`src/rpc_pkg.sv`:
```
// package for the root port capabilities register block
// assumes a single AHB-Lite slave with 32-bit data on hclk
package rpc_pkg;
    // ------------------------------------------------------------
    // register map
    // ------------------------------------------------------------
    localparam logic [7:0] ROOT_PORT_CAPABILITIES_IDX = 8'h92; // printed index
    localparam logic [9:0] ROOT_PORT_CAPABILITIES_ADDR = 10'h248; // byte address, index times four
    localparam int ADDR_BITS = 10; // decoded address width
    // field positions
    localparam int POWER_GOOD_WAIT_TIME_LSB = 24;
    localparam int OVERCURRENT_REPORTING_ABSENT_BIT = 12;
    localparam int OVERCURRENT_PER_PORT_SELECT_BIT = 11;
    localparam int COMPOUND_DEVICE_FLAG_BIT = 10;
    localparam int POWER_SWITCHING_ABSENT_BIT = 9;
    localparam int PER_PORT_SWITCHING_SELECT_BIT = 8;
    // reset values
    localparam logic [7:0] POWER_GOOD_WAIT_TIME_RST = 8'hFF;
    localparam logic OVERCURRENT_PER_PORT_SELECT_RST = 1'b1;
    localparam logic PER_PORT_SWITCHING_SELECT_RST = 1'b1;
    localparam logic [1:0] DOWNSTREAM_PORT_COUNT_VAL = 2'h2;
    // timing: unit of the wait field
    localparam int POWER_GOOD_UNIT_MS = 2;
    localparam int CLK_MHZ = 250;
    localparam int POWER_GOOD_UNIT_CYCLES = POWER_GOOD_UNIT_MS * 1000 * CLK_MHZ;
    // ahb encodings
    localparam logic [1:0] HTRANS_NONSEQ = 2'h2;
    localparam logic [1:0] HTRANS_SEQ = 2'h3;
    localparam logic [2:0] HSIZE_WORD = 3'h2;

    // ------------------------------------------------------------
    // types
    // ------------------------------------------------------------
    typedef struct packed {
        logic [7:0] power_good_wait_time; // wait in 2 ms units
        logic overcurrent_reporting_absent; // no overcurrent reporting
        logic overcurrent_per_port_select; // per-port overcurrent report
        logic power_switching_absent; // ports always powered
        logic per_port_switching_select; // per-port power switching
    } rpc_cfg_t;

    typedef struct packed {
        logic valid; // a word write is pending
        logic [ADDR_BITS-1:0] addr; // latched byte address
    } rpc_wph_t;

    typedef enum logic [1:0] {
        RPC_PWR_IDLE,
        RPC_PWR_WAIT,
        RPC_PWR_GOOD
    } rpc_pwr_state_t;
endpackage : rpc_pkg

```
`src/rpc_root_port_caps.sv`:
```
// root port capabilities register with its power and overcurrent steering
// assumes an AHB-Lite master, one slave, hready driven by this hreadyout
//
// Overview of operation
// (RULE_01) eight-bit power-good wait, units of 2 ms
// (RULE_02) reporting-absent set disables all overcurrent reporting
// (RULE_03) select 0 collective, select 1 per port
// (RULE_04) software aligns overcurrent select with switching mode
// (RULE_05) compound device flag reads zero, read only
// (RULE_06) switching-absent keeps every port powered
// (RULE_07) switching select 0 powers ports together
// (RULE_08) select 1: mask picks per-port or global command
// (RULE_09) port count field reads two, read only
// (RULE_10) full-word access allowed in any state
// (RULE_11) reset loads wait ones, selects one, count two
//
// The AHB-Lite slave port was left to the implementer.
`timescale 1ns/1ns
module rpc_root_port_caps
    import rpc_pkg::*;
#(
    parameter int NUM_PORTS = 2, // downstream ports served
    parameter int UNIT_CYCLES = POWER_GOOD_UNIT_CYCLES // cycles per 2 ms step
) (
    input wire logic hclk, // bus clock
    input wire logic hresetn, // asynchronous reset, active low
    input wire logic hsel, // slave select
    input wire logic [31:0] haddr, // byte address
    input wire logic [1:0] htrans, // transfer type
    input wire logic hwrite, // write when high
    input wire logic [2:0] hsize, // transfer size
    input wire logic [31:0] hwdata, // write data
    input wire logic hready, // bus ready in
    output logic [31:0] hrdata, // read data
    output logic hreadyout, // slave ready
    output logic hresp, // always okay
    input wire logic [NUM_PORTS-1:0] port_power_mask, // per-port power mask
    input wire logic global_power_on, // global set power command
    input wire logic global_power_off, // global clear power command
    input wire logic [NUM_PORTS-1:0] port_power_on, // per-port set power command
    input wire logic [NUM_PORTS-1:0] port_power_off, // per-port clear power command
    input wire logic [NUM_PORTS-1:0] port_overcurrent, // raw overcurrent sense
    output logic [NUM_PORTS-1:0] port_power, // port power enables
    output logic [NUM_PORTS-1:0] port_power_good, // power settled per port
    output logic global_overcurrent, // collective overcurrent report
    output logic [NUM_PORTS-1:0] port_overcurrent_report // per-port overcurrent report
);
    // ------------------------------------------------------------
    // bus slave
    // ------------------------------------------------------------
    rpc_cfg_t cfg; // writable fields
    rpc_cfg_t next_cfg;
    rpc_wph_t wph; // pending write data phase
    rpc_wph_t next_wph;
    logic [31:0] next_hrdata;
    logic [31:0] reg_view; // register as read
    logic take; // address phase taken
    logic hit; // address decodes to the register

    // assemble the read view, reserved bits zero
    always_comb begin
        reg_view = 32'h0000_0000;
        reg_view[POWER_GOOD_WAIT_TIME_LSB +: 8] = cfg.power_good_wait_time; // RULE_01
        reg_view[OVERCURRENT_REPORTING_ABSENT_BIT] = cfg.overcurrent_reporting_absent;
        reg_view[OVERCURRENT_PER_PORT_SELECT_BIT] = cfg.overcurrent_per_port_select;
        reg_view[COMPOUND_DEVICE_FLAG_BIT] = 1'b0; // RULE_05
        reg_view[POWER_SWITCHING_ABSENT_BIT] = cfg.power_switching_absent;
        reg_view[PER_PORT_SWITCHING_SELECT_BIT] = cfg.per_port_switching_select;
        reg_view[1:0] = DOWNSTREAM_PORT_COUNT_VAL; // RULE_09
    end

    // decode address phase and apply write data phase
    always_comb begin
        take = hsel && hready && (htrans == HTRANS_NONSEQ || htrans == HTRANS_SEQ);
        hit = (haddr[ADDR_BITS-1:0] == ROOT_PORT_CAPABILITIES_ADDR)
            && (haddr[31:ADDR_BITS] == '0);
        next_cfg = cfg;
        next_hrdata = 32'h0000_0000; // unmapped reads return zero
        // write lands regardless of controller state, whole word
        if (wph.valid && wph.addr == ROOT_PORT_CAPABILITIES_ADDR) begin // RULE_10
            next_cfg.power_good_wait_time = hwdata[POWER_GOOD_WAIT_TIME_LSB +: 8];
            next_cfg.overcurrent_reporting_absent = hwdata[OVERCURRENT_REPORTING_ABSENT_BIT];
            next_cfg.overcurrent_per_port_select = hwdata[OVERCURRENT_PER_PORT_SELECT_BIT];
            next_cfg.power_switching_absent = hwdata[POWER_SWITCHING_ABSENT_BIT];
            next_cfg.per_port_switching_select = hwdata[PER_PORT_SWITCHING_SELECT_BIT];
        end
        next_wph.valid = take && hwrite && hit && (hsize == HSIZE_WORD);
        next_wph.addr = haddr[ADDR_BITS-1:0];
        // read data registered for the data phase
        if (take && !hwrite && hit) begin // RULE_10
            next_hrdata = reg_view;
        end else if (!take) begin
            next_hrdata = hrdata; // hold while idle
        end
    end

    // register the bus state
    always_ff @(posedge hclk or negedge hresetn) begin
        if (!hresetn) begin
            cfg.power_good_wait_time <= POWER_GOOD_WAIT_TIME_RST; // RULE_11
            cfg.overcurrent_reporting_absent <= 1'b0;
            cfg.overcurrent_per_port_select <= OVERCURRENT_PER_PORT_SELECT_RST; // RULE_11
            cfg.power_switching_absent <= 1'b0;
            cfg.per_port_switching_select <= PER_PORT_SWITCHING_SELECT_RST; // RULE_11
            wph <= '0;
            hrdata <= 32'h0000_0000;
            hreadyout <= 1'b1;
            hresp <= 1'b0;
        end else begin
            cfg <= next_cfg;
            wph <= next_wph;
            hrdata <= next_hrdata;
            hreadyout <= 1'b1; // zero wait states
            hresp <= 1'b0; // okay
        end
    end

    // ------------------------------------------------------------
    // port power switching
    // ------------------------------------------------------------
    logic [NUM_PORTS-1:0] next_port_power;

    // each port follows the command source that the mode selects
    always_comb begin
        next_port_power = port_power;
        for (int i = 0; i < NUM_PORTS; i++) begin
            if (cfg.power_switching_absent) begin
                next_port_power[i] = 1'b1; // RULE_06
            end else if (!cfg.per_port_switching_select || !port_power_mask[i]) begin
                // ganged, or masked off: only global commands act
                if (global_power_on) begin // RULE_07
                    next_port_power[i] = 1'b1;
                end else if (global_power_off) begin
                    next_port_power[i] = 1'b0;
                end
            end else begin
                // per-port mode with mask set: only port commands act
                if (port_power_on[i]) begin // RULE_08
                    next_port_power[i] = 1'b1;
                end else if (port_power_off[i]) begin
                    next_port_power[i] = 1'b0;
                end
            end
        end
    end

    // ------------------------------------------------------------
    // power-good wait per port
    // ------------------------------------------------------------
    logic [NUM_PORTS-1:0] next_port_power_good;
    rpc_pwr_state_t pwr_state [NUM_PORTS];
    rpc_pwr_state_t next_pwr_state [NUM_PORTS];
    logic [31:0] unit_cnt [NUM_PORTS]; // cycles inside one 2 ms step
    logic [31:0] next_unit_cnt [NUM_PORTS];
    logic [7:0] step_cnt [NUM_PORTS]; // 2 ms steps elapsed
    logic [7:0] next_step_cnt [NUM_PORTS];

    genvar g;
    generate
        for (g = 0; g < NUM_PORTS; g++) begin : g_port
            // wait wait-field times 2 ms after power comes on
            always_comb begin
                next_pwr_state[g] = pwr_state[g];
                next_unit_cnt[g] = unit_cnt[g];
                next_step_cnt[g] = step_cnt[g];
                next_port_power_good[g] = 1'b0;
                case (pwr_state[g])
                    RPC_PWR_IDLE: begin
                        next_unit_cnt[g] = 32'h0000_0000;
                        next_step_cnt[g] = 8'h00;
                        if (next_port_power[g]) begin
                            next_pwr_state[g] = RPC_PWR_WAIT;
                        end
                    end
                    RPC_PWR_WAIT: begin
                        if (!next_port_power[g]) begin
                            next_pwr_state[g] = RPC_PWR_IDLE;
                        end else if (step_cnt[g] >= cfg.power_good_wait_time) begin // RULE_01
                            next_pwr_state[g] = RPC_PWR_GOOD;
                            next_port_power_good[g] = 1'b1;
                        end else if (unit_cnt[g] == 32'(UNIT_CYCLES - 1)) begin
                            next_unit_cnt[g] = 32'h0000_0000;
                            next_step_cnt[g] = step_cnt[g] + 8'h01;
                        end else begin
                            next_unit_cnt[g] = unit_cnt[g] + 32'h0000_0001;
                        end
                    end
                    RPC_PWR_GOOD: begin
                        next_port_power_good[g] = next_port_power[g];
                        if (!next_port_power[g]) begin
                            next_pwr_state[g] = RPC_PWR_IDLE;
                        end
                    end
                    default: begin
                        next_pwr_state[g] = RPC_PWR_IDLE;
                    end
                endcase
            end

            // register the wait state
            always_ff @(posedge hclk or negedge hresetn) begin
                if (!hresetn) begin
                    pwr_state[g] <= RPC_PWR_IDLE;
                    unit_cnt[g] <= 32'h0000_0000;
                    step_cnt[g] <= 8'h00;
                end else begin
                    pwr_state[g] <= next_pwr_state[g];
                    unit_cnt[g] <= next_unit_cnt[g];
                    step_cnt[g] <= next_step_cnt[g];
                end
            end
        end
    endgenerate

    // ------------------------------------------------------------
    // overcurrent reporting
    // ------------------------------------------------------------
    logic next_global_overcurrent;
    logic [NUM_PORTS-1:0] next_port_overcurrent_report;

    // route sense to collective or per-port report, or suppress it
    always_comb begin
        next_global_overcurrent = 1'b0;
        next_port_overcurrent_report = '0;
        if (!cfg.overcurrent_reporting_absent) begin // RULE_02
            if (cfg.overcurrent_per_port_select) begin // RULE_03
                next_port_overcurrent_report = port_overcurrent;
            end else begin
                next_global_overcurrent = |port_overcurrent; // RULE_03
            end
        end
    end

    // register power and report outputs
    always_ff @(posedge hclk or negedge hresetn) begin
        if (!hresetn) begin
            port_power <= '0;
            port_power_good <= '0;
            global_overcurrent <= 1'b0;
            port_overcurrent_report <= '0;
        end else begin
            port_power <= next_port_power;
            port_power_good <= next_port_power_good;
            global_overcurrent <= next_global_overcurrent;
            port_overcurrent_report <= next_port_overcurrent_report;
        end
    end
endmodule : rpc_root_port_caps

```
`config.mk`:
```
export PLATFORM = sky130hd
export DESIGN_NAME = rpc_root_port_caps
export DESIGN_NICKNAME = d
export VERILOG_FILES = /design/src/rpc_pkg.sv /design/src/rpc_root_port_caps.sv
export SDC_FILE = /design/constraint.sdc
export NUM_CORES = 1
export LEC_CHECK = 0
export BUFFER_PORTS_ARGS = -buffer_cell sky130_fd_sc_hd__buf_4
export CAP_MARGIN = 15
export CORE_MARGIN = 2
export CORE_UTILIZATION = 30
export DETAILED_ROUTE_END_ITERATION = 10
export GPL_TIMING_DRIVEN = 0
export PLACE_DENSITY = 0.58
export SLEW_MARGIN = 10
export SYNTH_ARGS = -nofsm -noshare
export SYNTH_HDL_FRONTEND = slang
export SYNTH_SLANG_ARGS = --single-unit
```
`constraint.sdc`:
```
create_clock -name hclk -period 8.5 [get_ports hclk]
set_input_delay 0.425 -clock hclk [delete_from_list [all_inputs] [get_ports hclk]]
set_output_delay 0.425 -clock hclk [all_outputs]
set_load 0.01 [all_outputs]
```
==> results of run 1 <==
[cell type report]
| cell class | instances | area [um2] | area share, % |
|---|---|---|---|
| Multi-Input combinational cell | 576 | 3600 | 40.78 |
| Sequential cell | 127 | 3191 | 36.14 |
| Timing Repair Buffer | 84 | 656.9 | 7.442 |
| Clock buffer | 22 | 474.2 | 5.372 |
| Tap cell | 319 | 399.1 | 4.522 |
| Buffer | 50 | 289.0 | 3.274 |
| Clock inverter | 9 | 108.9 | 1.233 |
| Inverter | 29 | 108.9 | 1.233 |
[cells by family after synthesis]
logic type	Yosys count
simple gates	329
compound gates	176
flops	127
buf+inv	79
fa+ha+maj	26
mux	20
xor+xnor	4
other cells	2
[flip-flops by register name, indices dropped and copies added (netlist names)]
register / flops
unit_cnt: 64
port_power_good: 2
port_power: 2
port_overcurrent_report: 2
wph: 11
pwr_state: 4
cfg: 12
hrdata: 13
global_overcurrent: 1
step_cnt: 16
[stage by stage]
stage	util, %	worst slack [ps]	hold slack (ps)	cells	area (um2)
4_1_cts	37.72	5226	110.3	1216	8827
3_5_place_dp	35.19	5262	401.3	1184	8234
3_3_place_gp	35.05	5301	469.8	1183	8203
5_1_grt	37.72	4995	106.0	1216	8827
6_report	37.72	5248	123.8	1216	8827
2_1_floorplan	-	5791	129.4	782	7188
[routing by layer]
layer	part of all wire (%)	track usage [%]
met1	48	21.54
met2	46	24.89
met3	4.9	3.805
met4	1.1	4.076
met5	0	0
[worst max-delay path by stage]
stage	endpoint	from	cells past startpoint	slack [ps]
floorplan	step_cnt[13]	cfg[10]	9	5790
global placement	unit_cnt[58]	cfg[11]	9	5300
detailed placement	unit_cnt[62]	cfg[10]	9	5260
CTS	unit_cnt[47]	cfg[10]	9	5230
global route	unit_cnt[47]	cfg[10]	9	5000
finish	unit_cnt[56]	cfg[10]	9	5250
[power groups by stage]
stage	Sequential [mW]	Combinational, mW	Clock (mW)
2_1_floorplan	0.698	0.386	0
3_3_place_gp	0.712	0.583	0
3_5_place_dp	0.713	0.589	0
4_1_cts	0.704	0.592	0.742
5_1_grt	0.714	0.670	0.772
6_report	0.705	0.590	0.729
[worst max-delay path, cell delays in order, from the launching register on]
cell      delay [ps]
dfstp_2          540
inv_1             80
ha_1             310
a21o_1           190
a221oi_2         350
o31ai_2          230
nor3_2           650
clkbuf_1         520
nand3_1          130
o21ai_0          180
[cells in the final DEF (no fill, tap or decap), types with 11 or more instances in the layout]
master     count
dfrtp_1      117
nand3_1       65
nor4_1        17
a21o_1        11
clkbuf_1      22
conb_1        21
a21oi_1       44
nand2_1       65
and3_1        15
a22o_1        15
nor2_1        40
nor3_1        14
inv_1         29
o31ai_1       12
ha_1          26
nand4_1       25
or4_1         16
clkbuf_16     17
buf_4        102
mux2_2        13
or3_1         30
o21ai_0       51
==> out/summary.txt, run 1 <==
Reg2reg end: unit_cnt[56]
Routed Antenna Nets: 0
First-pass GRT wire length: 31.18 mm
Switching share of power: 36.27%
Worst EP arrival: 3590 ps
Gate count of the mapped netlist: 763
Unrepaired setup endpoints after global routing: false
CTS tree: done
VDD IR max: 0.1016 mV
Dominant cells by area after synthesis: dfrtp_1 (41%), ha_1 (4.6%), nand3_1 (4.6%)
DR pass1 iterations: 6
Combinational Power Share: 29.1%
CTS Hold Bufs: 1
CTS H-tree lvls: 4
Routed WL: 18.53 mm
Number of buffers created by CTS: 17
Tot Pwr: 2.023 mW
LEAKAGE: 3.888 nW
Final TNS setup: 0 ps
Synth Area in Compound Gates: 16.05%
Final hold viol count: 0
Clock root buffer: clkbuf_16
Die span in x: 158.0 um
Adder-cell share of the synthesized area: 4.571%
Vias after detailed routing: 6261
GRT Total Usage: 15.72%
Worst-margin pin slew: 843.8 ps
CP Capture Type: flop
Avg Cell Area, Syn: 9.327 um2
Ys flop type: dfrtp_1
Fmax: 307.5 MHz
Initial antenna violation count: 0
Worst Hold Class: in2reg
IO buf count: 82
Die Ht: 158.0 um
Core area: 23400 um2
Site Rows: 56
Minimum clock period after layout: 3252 ps
Layout area overhead: 24.03%
Fillers: 2397
Mapped cell area: 7117 um2
Leading area contributor after synthesis: dfrtp_1
Synth Area in Simple Gates: 25.32%
Die ar.: 24970 um2
Initial Utilization: 30.41%
Cell Pwr Density: 229.2 nW/um2
Clk pwr share: 36.0%
Diode count: 0
Yosys warning count: 0
Top cell type's share of synthesized area: 41.14%
Share of layout cells above drive strength 1: 19.51%
Register-to-register setup slack: 5250 ps
Crit Path Class: reg2reg
Crit Reg-Reg Startpoint: cfg[10]
Max-slew headroom: 43.31%
Gr ovfl total: 0
Largest family of logic cells by synthesized area: simple AND/OR/NAND/NOR gates
IO Pins: 125
Routed WL per cell: 15.24 um
Largest net degree at the start of global routing: 82
Status: completed
Reg2Reg Depth: 9
Final period util: 38.26%
Int Pwr: 1.290 mW
Psw: 733.8 uW
Hold Crit Depth: 1
Count leader, synth: dfrtp_1
Hold worst-path end: wph[9]
Critical Path Start Type: flop
Nets: 995
Sequential share of power: 34.9%
Post-cts resize count: 0
Worst-path clk slew: 60 ps
Avg Vias per Cell: 5.149
Post-synthesis cell type count: 65
# setup viols final: 0
Crit Path Max Fanout: 10
Number of max-cap violations: 0
Synth Area in XOR/XNOR: 0.4923%
Asr flop ratio synth: 100.0%
Final estimated routing congestion in global placement: 0.8244
Synth Register Bits: 127
Post-synthesis mux area share: 3.041%
Post-synthesis sequential area ratio: 44.83%
Clk_lat worst skew: 420 ps
DRC: 0
Worst Skew: 12.22 ps
Hold_sp: haddr[9]
Post-DP HPWL: 13.24 mm
Post-synth EDFFs: 0
Longest Clk Path Bufs: 2
Req. time, crit path: 8840 ps
Slew Limit Fails: 0
Clock sink count: 127
Vias in the first global route: 6028
Postcts setup bufs: 0
Initial DRC count: 372
Synth cell count leaders: dfrtp_1 (117), nand2_1 (65), nand3_1 (65), o21ai_0 (51), a21oi_1 (44)
Note: power is estimated with default switching activity, not from simulation.
==> inputs of run 2 (changes only) <==
--- a/config.mk
+++ b/config.mk
@@ -5,13 +5,14 @@
 export SDC_FILE = /design/constraint.sdc
 export NUM_CORES = 1
 export LEC_CHECK = 0
+export ABC_AREA = 1
 export BUFFER_PORTS_ARGS = -buffer_cell sky130_fd_sc_hd__buf_4
 export CAP_MARGIN = 15
 export CORE_MARGIN = 2
 export CORE_UTILIZATION = 30
 export DETAILED_ROUTE_END_ITERATION = 10
 export GPL_TIMING_DRIVEN = 0
-export PLACE_DENSITY = 0.58
+export PLACE_DENSITY = 0.57
 export SLEW_MARGIN = 10
 export SYNTH_ARGS = -nofsm -noshare
 export SYNTH_HDL_FRONTEND = slang
==> constraint.sdc (replaced) <==
create_clock -name hclk -period 3 [get_ports hclk]
set_input_delay 0.15 -clock hclk [delete_from_list [all_inputs] [get_ports hclk]]
set_output_delay 0.15 -clock hclk [all_outputs]
set_load 0.01 [all_outputs]
==> out/summary.txt, run 2 <==
Layout area overhead: 24.84%
GRT Total Usage: 16.65%
Gr ovfl total: 0
Post-synthesis cell type count: 40
Avg Vias per Cell: 4.465
DR pass1 iterations: 6
Longest Clk Path Bufs: 2
Clock sink count: 127
Worst-path clk slew: 70 ps
Initial antenna violation count: 0
Die span in x: 171.8 um
Max reg flops: 64
Unrepaired setup endpoints after global routing: false
Leading area contributor after synthesis: dfrtp_1
Worst setup endpoint: unit_cnt[61]
First-pass GRT wire length: 38.75 mm
Minimum clock period after layout: 2296 ps
Vias in the first global route: 7742
Synth cell count leaders: nand2_1 (433), nor2_1 (187), inv_1 (118), dfrtp_1 (117), nand3_1 (81)
Max-slew headroom: 51.95%
Final Non-Filler Cells: 1760
Crit Path Class: reg2reg
CTS tree: done
Final TNS setup: 0 ps
Clk_lat worst skew: 430 ps
Routed Antenna Nets: 0
Post-synthesis sequential area ratio: 37.79%
Worst setup margin: 703.6 ps
Tot Pwr: 4.135 mW
Largest net degree at the start of global routing: 74
Mapped cell area: 8443 um2
Core area: 27780 um2
Worst stage delay on the critical path: 520 ps
CTS Hold Bufs: 28
# setup viols final: 0
Critical Path Start Type: flop
Post-DP HPWL: 17.66 mm
Final estimated routing congestion in global placement: 0.9237
Die Ht: 171.8 um
CTS H-tree lvls: 4
Crit Reg-Reg Startpoint: cfg[11]
CP Capture Type: flop
Crit Path Max Fanout: 10
Worst Hold Class: in2reg
Worst path cell trace: inv_1, ha_1, a21o_1, nor2_2, nand2_2, nor2_4, nor2_4, buf_4, nand2_1, nand2_1
Die ar.: 29500 um2
Dominant cells by area after synthesis: dfrtp_1 (35%), nand2_1 (19%), nor2_1 (8.3%)
Count leader, synth: nand2_1
Nets: 1479
Post-cts resize count: 0
Crit path from: cfg[11]
Worst path slowest cell: dfstp_2
Status: completed
Slew Limit Fails: 0
Avg Cell Area, Syn: 6.921 um2
Worst Skew: 12.06 ps
Number of buffers created by CTS: 17
Asr flop ratio synth: 100.0%
Post-synth EDFFs: 0
Worst EP arrival: 2610 ps
Most common cell after layout, fill and taps aside: nand2_1
Placed cells: 1700
Vias after detailed routing: 7859
Top cell type's share of synthesized area: 34.68%
Yosys warning count: 0
Initial DRC count: 449
Share of layout cells above drive strength 1: 16.28%
LEAKAGE: 5.351 nW
Setup WS pre-CTS: 713.9 ps
IO buf count: 82
Clock root buffer: clkbuf_16
Reg2Reg Depth: 10
Synth Register Bits: 127
VDD IR max: 0.3575 mV
Worst-margin pin slew: 720.7 ps
Fillers: 2950
Routed WL: 23.21 mm
Fmax: 435.5 MHz
Number of max-cap violations: 0
Initial Utilization: 30.39%
Register-to-register setup slack: 700 ps
Final period util: 76.55%
Final hold viol count: 0
Cell Pwr Density: 392.3 nW/um2
Postcts setup bufs: 0
Req. time, crit path: 3320 ps
Commonest non-fill, non-tap cells in the layout: nand2_1 (433), nor2_1 (187), inv_1 (118), dfrtp_1 (117), buf_4 (105)
Routed WL per cell: 13.19 um
Diode count: 0
Site Rows: 61
Ys flop type: dfrtp_1
DRC: 0
Gate count of the mapped netlist: 1220
Largest regs: unit_cnt (64), step_cnt (16), hrdata (13)
IO Pins: 125
Reg2reg end: unit_cnt[61]
Reg with most FFs: unit_cnt
-- run 2: cell types whose count changed after synthesis, sizes merged, moves of 17 or more --
| cell | delta |
|---|---|
| a21oi | -38 |
| inv | +94 |
| nand2 | +384 |
| nand3 | +24 |
| nor2 | +166 |
| or3 | -30 |
| or4 | -17 |
| xor2 | +32 |
-- run 2: cell type report --
class / instances / area [um2] / area share [%]
multi-input cells: 943 / 4541 / 43.08
flip-flops and latches: 127 / 3191 / 30.27
repair buffers: 111 / 927.1 / 8.796
well taps: 378 / 473.0 / 4.487
inverters: 124 / 465.4 / 4.416
clock buffers: 19 / 452.9 / 4.297
plain buffers: 45 / 317.8 / 3.015
clock inverters: 13 / 172.7 / 1.638
-- run 2: metal layers --
layer	global-route usage (%)	wire, um	up-vias
met5	0	0	-
met4	5.480	500	0
met3	2.991	736	31
met2	28.04	11130	141
met1	21.55	10840	3623
li1	-	-	4064
-- run 2: worst min-delay path by stage --
stage                                start             to  slack, ps  cells past startpoint
after detailed placement           hresetn   unit_cnt[28]        240                      1
after floorplan                    hresetn         cfg[1]       -150                      0
after global placement            haddr[3]         wph[3]        270                      1
after global routing      port_power_on[1]  port_power[1]         60                      3
after CTS                 port_power_on[1]  port_power[1]         60                      3
final                     port_power_on[1]  port_power[1]         70                      3
-- run 2: critical path, delay by kind of cell (launching register included) --
family                     cells  cell delay, ps
buffers and inverters          2             300
AOI/OAI and AO/OA              1             190
adders and majority gates      1             320
and+or+nand+nor                6             860
DFF                            1             520
-- run 2: logic make-up (layout without fill, tap and decap cells) --
| group | Yosys count | after routing | synth area share, % |
|---|---|---|---|
| XOR/XNOR | 36 | 36 | 3.734 |
| buffers and inverters | 169 | 312 | 9.277 |
| adder cells (fa/ha/maj) | 26 | 26 | 3.853 |
| AO/OA/AOI/OAI | 63 | 63 | 4.475 |
| other | 2 | 21 | 0.08895 |
| AND/OR/NAND/NOR | 797 | 797 | 40.78 |
| flip-flops | 127 | 127 | 37.79 |
-- run 2: report_power, final --
part | total [mW] | internal, mW | switching [mW]
sequential | 1.72 | 1.72 | 0.00173
combinational | 0.190 | 0.105 | 0.0845
clock | 2.22 | 1.37 | 0.854
-- run 2: through the flow --
stage               hold WS, ps  utilization [%]  instance area (um2)
global placement          270.6            34.57                 9603
floorplan                -145.6                -                 8514
global route              61.10            37.94                10540
detailed placement        235.4            34.68                 9634
CTS                       61.08            37.94                10540
finish                    72.88            37.94                10540
